$ cat config.mk
export PLATFORM = sky130hd
export DESIGN_NAME = interrupt_pending_control
export DESIGN_NICKNAME = d
export VERILOG_FILES = /design/src/logic/irq_pend_pkg.sv /design/src/logic/interrupt_pending_control.sv
export SDC_FILE = /design/constraint.sdc
export NUM_CORES = 1
export LEC_CHECK = 0
export ABC_AREA = 1
export BUFFER_PORTS_ARGS = -buffer_cell sky130_fd_sc_hd__buf_2
export CAP_MARGIN = 20
export CELL_PAD_IN_SITES_DETAIL_PLACEMENT = 1
export CELL_PAD_IN_SITES_GLOBAL_PLACEMENT = 2
export CORE_MARGIN = 2
export CORE_UTILIZATION = 28
export DETAILED_ROUTE_END_ITERATION = 10
export PLACE_DENSITY_LB_ADDON = 0.1
export SETUP_SLACK_MARGIN = 0.5
export SLEW_MARGIN = 20
export SYNTH_ARGS = -nofsm -noshare
export SYNTH_HDL_FRONTEND = slang
export SYNTH_SLANG_ARGS = --single-unit
$ cat constraint.sdc
create_clock -name clk -period 5 [get_ports clk]
set_input_delay 0.5 -clock clk [delete_from_list [all_inputs] [get_ports clk]]
set_output_delay 0.5 -clock clk [all_outputs]
set_load 0.005 [all_outputs]
$ cat src/logic/irq_pend_pkg.sv
// constants for the interrupt pending control block
package irq_pend_pkg;
    localparam int NUM_IRQ = 32;
    localparam int ADDR_W = 4;
    // register byte offsets
    localparam logic [3:0] OFS_PEND_SET = 4'h0;
    localparam logic [3:0] OFS_PEND_CLEAR = 4'h4;
    localparam logic [3:0] OFS_ENABLE_SET = 4'h8;
    localparam logic [3:0] OFS_ENABLE_CLEAR = 4'hc;
    // reset values
    localparam logic [31:0] RST_PEND = 32'h0000_0000;
    localparam logic [31:0] RST_ENABLE = 32'h0000_0000;
endpackage

$ cat src/logic/interrupt_pending_control.sv
// pending state for 32 interrupt sources with a wishbone register slave
// Operation
// - writing one to a set-pending bit makes that interrupt pending
// - bits 31 to 0 map directly onto interrupt numbers 31 to 0
// - set-pending has no effect when already pending or disabled
// - either pending register reads one for pending, zero otherwise
// - writing one to a clear-pending bit removes pending state
// - clear-pending has no effect on an interrupt being serviced
// - set and clear views share one pending state
// - of set and clear on one interrupt, the later request wins
// - external line with wake release and port input both off reads high
// - writing one to set-enable enables the interrupt, gating set-pending
`timescale 1ns/1ps
module interrupt_pending_control #(
    parameter int NUM_EXT = 4
) (
    // clock and reset
    input wire logic clk,
    input wire logic rstn,
    // wishbone slave
    input wire logic wb_cyc_i,
    input wire logic wb_stb_i,
    input wire logic wb_we_i,
    input wire logic [3:0] wb_adr_i,
    input wire logic [3:0] wb_sel_i,
    input wire logic [31:0] wb_dat_i,
    output logic [31:0] wb_dat_o,
    output logic wb_ack_o,
    // interrupt request lines, asynchronous
    input wire logic [31:0] irqLine,
    // external pin controls for the low NUM_EXT sources
    input wire logic [NUM_EXT-1:0] wake_release_enable,
    input wire logic [NUM_EXT-1:0] port_input_enable,
    // core side
    input wire logic [31:0] activeIrq,
    output logic [31:0] pendingOut,
    output logic irqReq
);
    logic rstSync1_ff;
    logic rstSync2_ff;
    logic [31:0] lineMeta_ff;
    logic [31:0] lineSync_ff;
    logic [31:0] pend_ff;
    logic [31:0] nxt_pend;
    logic [31:0] enable_ff;
    logic [31:0] effLine;
    logic [31:0] wdat;
    logic [31:0] pend_set_bits;
    logic [31:0] pend_clear_bits;
    logic [31:0] enable_set_bits;
    logic [31:0] enable_clear_bits;
    logic wbReq;
    logic wrStb;

    // merge byte enables into write data mask
    function automatic logic [31:0] laneMask(input logic [3:0] sel);
        logic [31:0] m;
        m = '0;
        for (int i = 0; i < 4; i++)
        begin
            m[i*8 +: 8] = {8{sel[i]}};
        end
        return m;
    endfunction

    // reset release through two flops
    always_ff @(posedge clk or negedge rstn)
    begin
        if (!rstn)
        begin
            rstSync1_ff <= 1'b0;
            rstSync2_ff <= 1'b0;
        end
        else
        begin
            rstSync1_ff <= 1'b1;
            rstSync2_ff <= rstSync1_ff;
        end
    end

    // request line synchroniser
    always_ff @(posedge clk or negedge rstSync2_ff)
    begin
        if (!rstSync2_ff)
        begin
            lineMeta_ff <= 32'h0000_0000;
            lineSync_ff <= 32'h0000_0000;
        end
        else
        begin
            lineMeta_ff <= irqLine;
            lineSync_ff <= lineMeta_ff;
        end
    end

    // external lines forced high when both controls are off
    always_comb
    begin
        effLine = lineSync_ff;
        for (int i = 0; i < NUM_EXT; i++)
        begin
            if (!wake_release_enable[i] && !port_input_enable[i])
            begin
                effLine[i] = 1'b1;
            end
        end
    end

    // bus write decode
    assign wbReq = wb_cyc_i && wb_stb_i && !wb_ack_o;
    assign wrStb = wbReq && wb_we_i;
    assign wdat = wb_dat_i & laneMask(wb_sel_i);
    assign pend_set_bits = (wrStb && wb_adr_i == irq_pend_pkg::OFS_PEND_SET) ? wdat : '0;
    assign pend_clear_bits = (wrStb && wb_adr_i == irq_pend_pkg::OFS_PEND_CLEAR) ? wdat : '0;
    assign enable_set_bits = (wrStb && wb_adr_i == irq_pend_pkg::OFS_ENABLE_SET) ? wdat : '0;
    assign enable_clear_bits =
        (wrStb && wb_adr_i == irq_pend_pkg::OFS_ENABLE_CLEAR) ? wdat : '0;

    // enable state
    always_ff @(posedge clk or negedge rstSync2_ff)
    begin
        if (!rstSync2_ff)
        begin
            enable_ff <= irq_pend_pkg::RST_ENABLE;
        end
        else
        begin
            enable_ff <= (enable_ff | enable_set_bits) & ~enable_clear_bits;
        end
    end

    // next pending state
    always_comb
    begin
        nxt_pend = pend_ff;
        // hardware lines pend enabled sources
        nxt_pend = nxt_pend | (effLine & enable_ff & ~activeIrq);
        nxt_pend = nxt_pend | (pend_set_bits & enable_ff);
        nxt_pend = nxt_pend & ~(pend_clear_bits & ~activeIrq);
        // serviced interrupts leave pending
        nxt_pend = nxt_pend & ~activeIrq;
    end

    // pending state; one write per bus cycle so latest write wins
    always_ff @(posedge clk or negedge rstSync2_ff)
    begin
        if (!rstSync2_ff)
        begin
            pend_ff <= irq_pend_pkg::RST_PEND;
        end
        else
        begin
            pend_ff <= nxt_pend;
        end
    end

    // bus answer, one cycle after request
    always_ff @(posedge clk or negedge rstSync2_ff)
    begin
        if (!rstSync2_ff)
        begin
            wb_ack_o <= 1'b0;
            wb_dat_o <= 32'h0000_0000;
        end
        else
        begin
            wb_ack_o <= wbReq;
            wb_dat_o <= 32'h0000_0000;
            if (wbReq && !wb_we_i)
            begin
                case (wb_adr_i)
                    irq_pend_pkg::OFS_PEND_SET: wb_dat_o <= pend_ff;
                    irq_pend_pkg::OFS_PEND_CLEAR: wb_dat_o <= pend_ff;
                    irq_pend_pkg::OFS_ENABLE_SET: wb_dat_o <= enable_ff;
                    irq_pend_pkg::OFS_ENABLE_CLEAR: wb_dat_o <= enable_ff;
                    default: wb_dat_o <= 32'h0000_0000;
                endcase
            end
        end
    end

    // core outputs
    always_ff @(posedge clk or negedge rstSync2_ff)
    begin
        if (!rstSync2_ff)
        begin
            pendingOut <= 32'h0000_0000;
            irqReq <= 1'b0;
        end
        else
        begin
            pendingOut <= nxt_pend;
            irqReq <= |nxt_pend;
        end
    end

    // checks
    property p_set_pends;
        @(posedge clk) disable iff (!rstSync2_ff)
        (wrStb && wb_adr_i == irq_pend_pkg::OFS_PEND_SET && wb_sel_i[0] && wb_dat_i[0]
            && enable_ff[0] && !activeIrq[0]) |=> pend_ff[0];
    endproperty
    a_set_pends: assert property (p_set_pends) else $error("set did not pend");
    property p_disabled_no_set;
        @(posedge clk) disable iff (!rstSync2_ff)
        (!pend_ff[1] && !enable_ff[1]) |=> !pend_ff[1];
    endproperty
    a_disabled_no_set: assert property (p_disabled_no_set) else $error("disabled pended");
    property p_clear;
        @(posedge clk) disable iff (!rstSync2_ff)
        (wrStb && wb_adr_i == irq_pend_pkg::OFS_PEND_CLEAR && wb_sel_i[0] && wb_dat_i[0]
            && !effLine[0]) |=> !pend_ff[0];
    endproperty
    a_clear: assert property (p_clear) else $error("clear failed");
    property p_zero_write_keeps;
        @(posedge clk) disable iff (!rstSync2_ff)
        (pend_ff[2] && !activeIrq[2] && !pend_clear_bits[2]) |=> pend_ff[2];
    endproperty
    a_zero_write_keeps: assert property (p_zero_write_keeps) else $error("bit lost");
    property p_read_pend;
        @(posedge clk) disable iff (!rstSync2_ff)
        (wbReq && !wb_we_i && wb_adr_i == irq_pend_pkg::OFS_PEND_CLEAR)
            |=> wb_ack_o && wb_dat_o == $past(pend_ff);
    endproperty
    a_read_pend: assert property (p_read_pend) else $error("bad pending read");
    property p_forced_line;
        @(posedge clk) disable iff (!rstSync2_ff)
        (!wake_release_enable[0] && !port_input_enable[0]) |-> effLine[0];
    endproperty
    a_forced_line: assert property (p_forced_line) else $error("line not forced");
    property p_enable_set;
        @(posedge clk) disable iff (!rstSync2_ff)
        (enable_set_bits[3] && !enable_clear_bits[3]) |=> enable_ff[3];
    endproperty
    a_enable_set: assert property (p_enable_set) else $error("enable not set");
    property p_ack_drop;
        @(posedge clk) disable iff (!rstSync2_ff)
        wb_ack_o |=> !wb_ack_o;
    endproperty
    a_ack_drop: assert property (p_ack_drop) else $error("ack held");
    property p_out_follow;
        @(posedge clk) disable iff (!rstSync2_ff)
        1'b1 |=> pendingOut == pend_ff;
    endproperty
    a_out_follow: assert property (p_out_follow) else $error("output mismatch");
    // core request tracks the shared pending state
    property p_irq_level;
        @(posedge clk) disable iff (!rstSync2_ff)
        1'b1 |=> irqReq == (|pend_ff);
    endproperty
    a_irq_level: assert property (p_irq_level) else $error("request level wrong");
    // every set bit of an enabled, unserviced interrupt lands on its own interrupt
    property p_map_bits;
        @(posedge clk) disable iff (!rstSync2_ff)
        (|(pend_set_bits & enable_ff & ~activeIrq))
            |=> (pend_ff & $past(pend_set_bits & enable_ff & ~activeIrq))
                == $past(pend_set_bits & enable_ff & ~activeIrq);
    endproperty
    a_map_bits: assert property (p_map_bits) else $error("set bit mapped wrong");
    // clear of a serviced interrupt leaves it out of pending
    property p_clear_serviced;
        @(posedge clk) disable iff (!rstSync2_ff)
        (|(pend_clear_bits & activeIrq))
            |=> (pend_ff & $past(pend_clear_bits & activeIrq)) == 32'h0000_0000;
    endproperty
    a_clear_serviced: assert property (p_clear_serviced) else $error("serviced pended");
    // a masked byte lane writes nothing
    property p_lane_off;
        @(posedge clk) disable iff (!rstSync2_ff)
        (wrStb && wb_adr_i == irq_pend_pkg::OFS_PEND_SET && !wb_sel_i[0] && !pend_ff[0]
            && !effLine[0]) |=> !pend_ff[0];
    endproperty
    a_lane_off: assert property (p_lane_off) else $error("masked lane pended");
    // software clear beats a line in the same cycle
    property p_clear_beats_line;
        @(posedge clk) disable iff (!rstSync2_ff)
        (pend_clear_bits[9] && effLine[9] && !activeIrq[9]) |=> !pend_ff[9];
    endproperty
    a_clear_beats_line: assert property (p_clear_beats_line) else $error("line beat clear");
    // a present line pends an enabled source
    property p_forced_pends;
        @(posedge clk) disable iff (!rstSync2_ff)
        (effLine[1] && enable_ff[1] && !activeIrq[1] && !pend_clear_bits[1]) |=> pend_ff[1];
    endproperty
    a_forced_pends: assert property (p_forced_pends) else $error("line not pended");
    // read data only in the answer cycle
    property p_dat_idle;
        @(posedge clk) disable iff (!rstSync2_ff)
        !wb_ack_o |-> wb_dat_o == 32'h0000_0000;
    endproperty
    a_dat_idle: assert property (p_dat_idle) else $error("stray read data");
    // main scenarios
    c_write_set: cover property (@(posedge clk) wrStb && wb_adr_i == irq_pend_pkg::OFS_PEND_SET);
    c_write_clr: cover property (@(posedge clk) |pend_clear_bits);
    c_irq: cover property (@(posedge clk) $rose(irqReq));
    c_clear_serviced: cover property (@(posedge clk) |(pend_clear_bits & activeIrq));
    c_forced: cover property (@(posedge clk) effLine[1] && !lineSync_ff[1]);
endmodule

==> impl_summary.log <==
[metrics] achievable clock frequency: 308 MHz
[metrics] RD Place Congestion: between 0.8 and 0.9
[metrics] fraction of the yosys area taken by sequential cells: 60.9%
[metrics] number of buffers inserted by post-CTS setup repair: 0
[metrics] Final Power: 3.06 mW
[metrics] global-route usage over all layers: 18.2%
[metrics] commonest non-fill, non-tap cells in the layout: sky130_fd_sc_hd__buf_2 (182), sky130_fd_sc_hd__dfrtp_1 (163), sky130_fd_sc_hd__a21oi_1 (139), sky130_fd_sc_hd__nand2_1 (119), sky130_fd_sc_hd__inv_1 (107)
[metrics] insertion delay to the later sink of the worst-skew pair: 0.43 ns
[metrics] diode insertion count for antenna repair: 0
[metrics] vias after detailed routing: 5821
[metrics] status: finished, final reports clean
[metrics] Die Outline Area: 25300 sq um
[metrics] final cell utilization of the core: 36.5%
[metrics] endpoint of the lowest-slack register-to-register path: irqReq
[metrics] largest net degree at the start of global routing: 86
[metrics] effective utilization at floorplan: 28.6%
[metrics] setup TNS: 0 ns
[metrics] list of cells traversed by the critical path: buf_2 -> buf_4 -> inv_2 -> nand2_1 -> nor2_4 -> nand2_1 -> o21ai_0 -> nand2_1 -> nand2_1 -> nor2_1 -> nand2_1 -> nor2_1 -> nand2_1
[metrics] start of the worst register-to-register path: wb_ack_o
[metrics] hpwl dp: 14900 microns
[metrics] Reg2Reg Setup Slack: roughly 2.3 ns
[metrics] worst path arrival time: 3.62 ns
[metrics] CP Capture Point: irqReq
[metrics] Starting DRT DRC Count: 179
[metrics] Worst Setup SP: wb_adr_i[3]
[metrics] crit-path max cell delay: 0.65 ns
[metrics] post-synthesis area per instance: between 8 and 9 sq um
[metrics] CP most frequent cell: sky130_fd_sc_hd__nand2_1
[metrics] core outline area: 23500 sq um
[metrics] Power Density: 356 nW/um^2
[metrics] Synthesis Warnings: 0
[metrics] final period demand of the worst path: 3.25 ns
[metrics] Max-Cap Viols: 0
[metrics] synthesized netlist cell count: 752
[metrics] TritonCTS clock tree: yes
[metrics] number of buffers inserted during clock tree synthesis: 17
[metrics] buffer levels on the longest clock path: 2
[metrics] kind of critical path: in -> reg
[metrics] Synth Cell Area: 6740 sq um
[metrics] root buffer cell: sky130_fd_sc_hd__clkbuf_16
[metrics] critical path required time: between 5 and 6 ns
[metrics] RSZ-0062 raised after global routing: false
[metrics] port bufs: 182
[metrics] H-tree levels: 4
[metrics] CP Max Fanout: 36
[metrics] per-cell via count in the routed design: 4.63
[metrics] clock-pin slew on the worst setup and hold paths: around 0.070 ns
[metrics] cells on worst reg2reg path: 10
[metrics] number of register bits inferred by synthesis: 164
[metrics] Hold Path Class: in -> reg
[metrics] total clock sinks: 164
[metrics] number of search-and-repair iterations in the first detailed-routing pass: 4
[metrics] number of fill cells in the layout: 2806
[metrics] Hold Violations, Final: 0
[metrics] via count of the first global-routing pass: 6459
[metrics] standard-cell row count: 56
[metrics] aggregate global routing overflow: 0
[metrics] setup-violating endpoint count in the final report: 0
[metrics] category of the worst setup path launch point: input port
[metrics] post-route antenna net violation count: 0
[metrics] most common cell after layout, fill and taps aside: sky130_fd_sc_hd__buf_2
[metrics] max-slew headroom at the worst pin: around 28%
[metrics] net count after synthesis: ~870
[metrics] fraction of final layout cells sized beyond drive strength 1: between 20% and 30%
[metrics] final clock period utilization by the worst path: 65.0%
[metrics] fin nets: 1042
[metrics] initial antenna violation count: 0
[metrics] Final Max Tran Viols: 0
[metrics] WHS: 0.165 ns
[metrics] Worst path slowest cell: sky130_fd_sc_hd__nor2_4
[metrics] relative area change from synthesis to final layout: 27.6%
[metrics] Detailed Route WL: 22400 microns
[metrics] slew at the pin with the worst max-slew slack: around 1.1 ns
[metrics] drc violations: 0
[metrics] wire per inst: 17.8 microns
[metrics] top-level port count: ~180
[metrics] die extent in x: 159 microns
[metrics] setup clock skew after layout: 0.0110 ns
[metrics] maximum resistive drop on vdd: 0.000227 V
[metrics] kind of capture point of the worst setup path: flip-flop
[metrics] DIE HEIGHT: 159 microns
[metrics] global-route wire length before repair: 35900 microns
[metrics] unique cell type count in the Yosys netlist: 22
[metrics] total leakage power: 4.71 nW
-- cell usage after synthesis --
cell	instances	area share, %
sky130_fd_sc_hd__nand2_1	120	6.7
sky130_fd_sc_hd__buf_6	3	0.50
sky130_fd_sc_hd__nor2_4	3	0.50
sky130_fd_sc_hd__buf_1	2	0.11
sky130_fd_sc_hd__nand3_2	1	0.15
sky130_fd_sc_hd__a31oi_1	13	1.2
sky130_fd_sc_hd__o21ai_0	8	0.59
sky130_fd_sc_hd__nand3_1	97	7.2
sky130_fd_sc_hd__buf_2	7	0.52
sky130_fd_sc_hd__nand2_2	1	0.093
sky130_fd_sc_hd__inv_2	2	0.11
sky130_fd_sc_hd__buf_4	1	0.11
sky130_fd_sc_hd__a21oi_1	139	10
sky130_fd_sc_hd__conb_1	1	0.056
sky130_fd_sc_hd__dfrtp_1	164	61
sky130_fd_sc_hd__o21bai_1	4	0.45
sky130_fd_sc_hd__nand4_1	1	0.093
sky130_fd_sc_hd__nor2_1	55	3.1
sky130_fd_sc_hd__clkbuf_1	21	1.2
sky130_fd_sc_hd__inv_1	107	6.0
sky130_fd_sc_hd__nor2_2	1	0.093
sky130_fd_sc_hd__o21ai_1	1	0.074
-- worst max-delay path, delay by kind of cell --
| kind | cells | cell delay, ns |
|---|---|---|
| simple gates | 9 | 1.81 |
| compound gates | 1 | 0.30 |
| buf+inv | 3 | 0.99 |
-- what timing repair did --
action | 4_1_cts | 5_1_grt
hold buffers | 1 | 0
endpoints found under the setup margin | 0 | 0
gates resized for setup | 0 | 0
endpoints found under the hold margin | 2 | 0
-- how the worst min path moves through the flow --
stage | startpoint | endpoint | slack [ns] | cells after the start
after detailed placement | rstn | rstSync2_ff | 0.29 | 1
after global routing | irqLine[10] | lineMeta_ff[10] | 0.14 | 1
after floorplan | rstn | rstSync1_ff | 0.20 | 0
after global placement | rstn | rstSync1_ff | 0.29 | 1
after CTS | irqLine[10] | lineMeta_ff[10] | 0.14 | 1
final | irqLine[10] | lineMeta_ff[10] | 0.17 | 1
-- power by group --
part,leakage (nW),internal [mW],switching (mW)
Clock,0.301,0.803,0.597
Combinational,2.29,0.0846,0.153
Sequential,2.12,1.38,0.0412
Total,4.71,2.27,0.792
-- cell families (layout without fill, tap and decap cells) --
kind of cell	Yosys count	after routing	share of synthesized area [%]
AO/OA/AOI/OAI	165	165	12.6
buffers and inverters	143	329	8.49
flip-flops	164	164	60.9
other	1	1	0.0557
AND/OR/NAND/NOR	279	279	17.9
-- sequential cells by signal, summed over array words and instances, names as in the netlist --
register and count:
wb_dat_o 32, lineMeta_ff 32, enable_ff 32, irqReq 1, lineSync_ff 32, rstSync2_ff 1
wb_ack_o 1, pendingOut 32, rstSync1_ff 1
-- per-stage QoR --
step	setup WS, ns	instance area (sq um)	cells
global route	1.37	8600	1257
detailed placement	1.20	7950	1223
floorplan	2.29	6740	752
CTS	1.65	8580	1256
global placement	1.29	7950	1223
finish	1.75	8600	1257
-- cell type report --
class	instances	area, sq um	area share [%]
flip-flops and latches	164	4110	47.8
multi-input cells	445	2080	24.2
repair buffers	188	983	11.4
clock buffers	17	425	4.95
inverters	109	409	4.76
well taps	319	399	4.64
clock inverters	15	193	2.24
-- layer usage --
metal  track usage, %  up-vias  wire length (microns)  share of wire (%)
li1                 -     2772                      -                  -
met1             23.5     2908                  10200                 45
met2             31.2      124                  11100                 50
met3             4.56       17                    866                3.9
met4             3.55        0                    221               0.99
met5                0        -                      0                  0
Note: power is estimated with default switching activity, not from simulation.
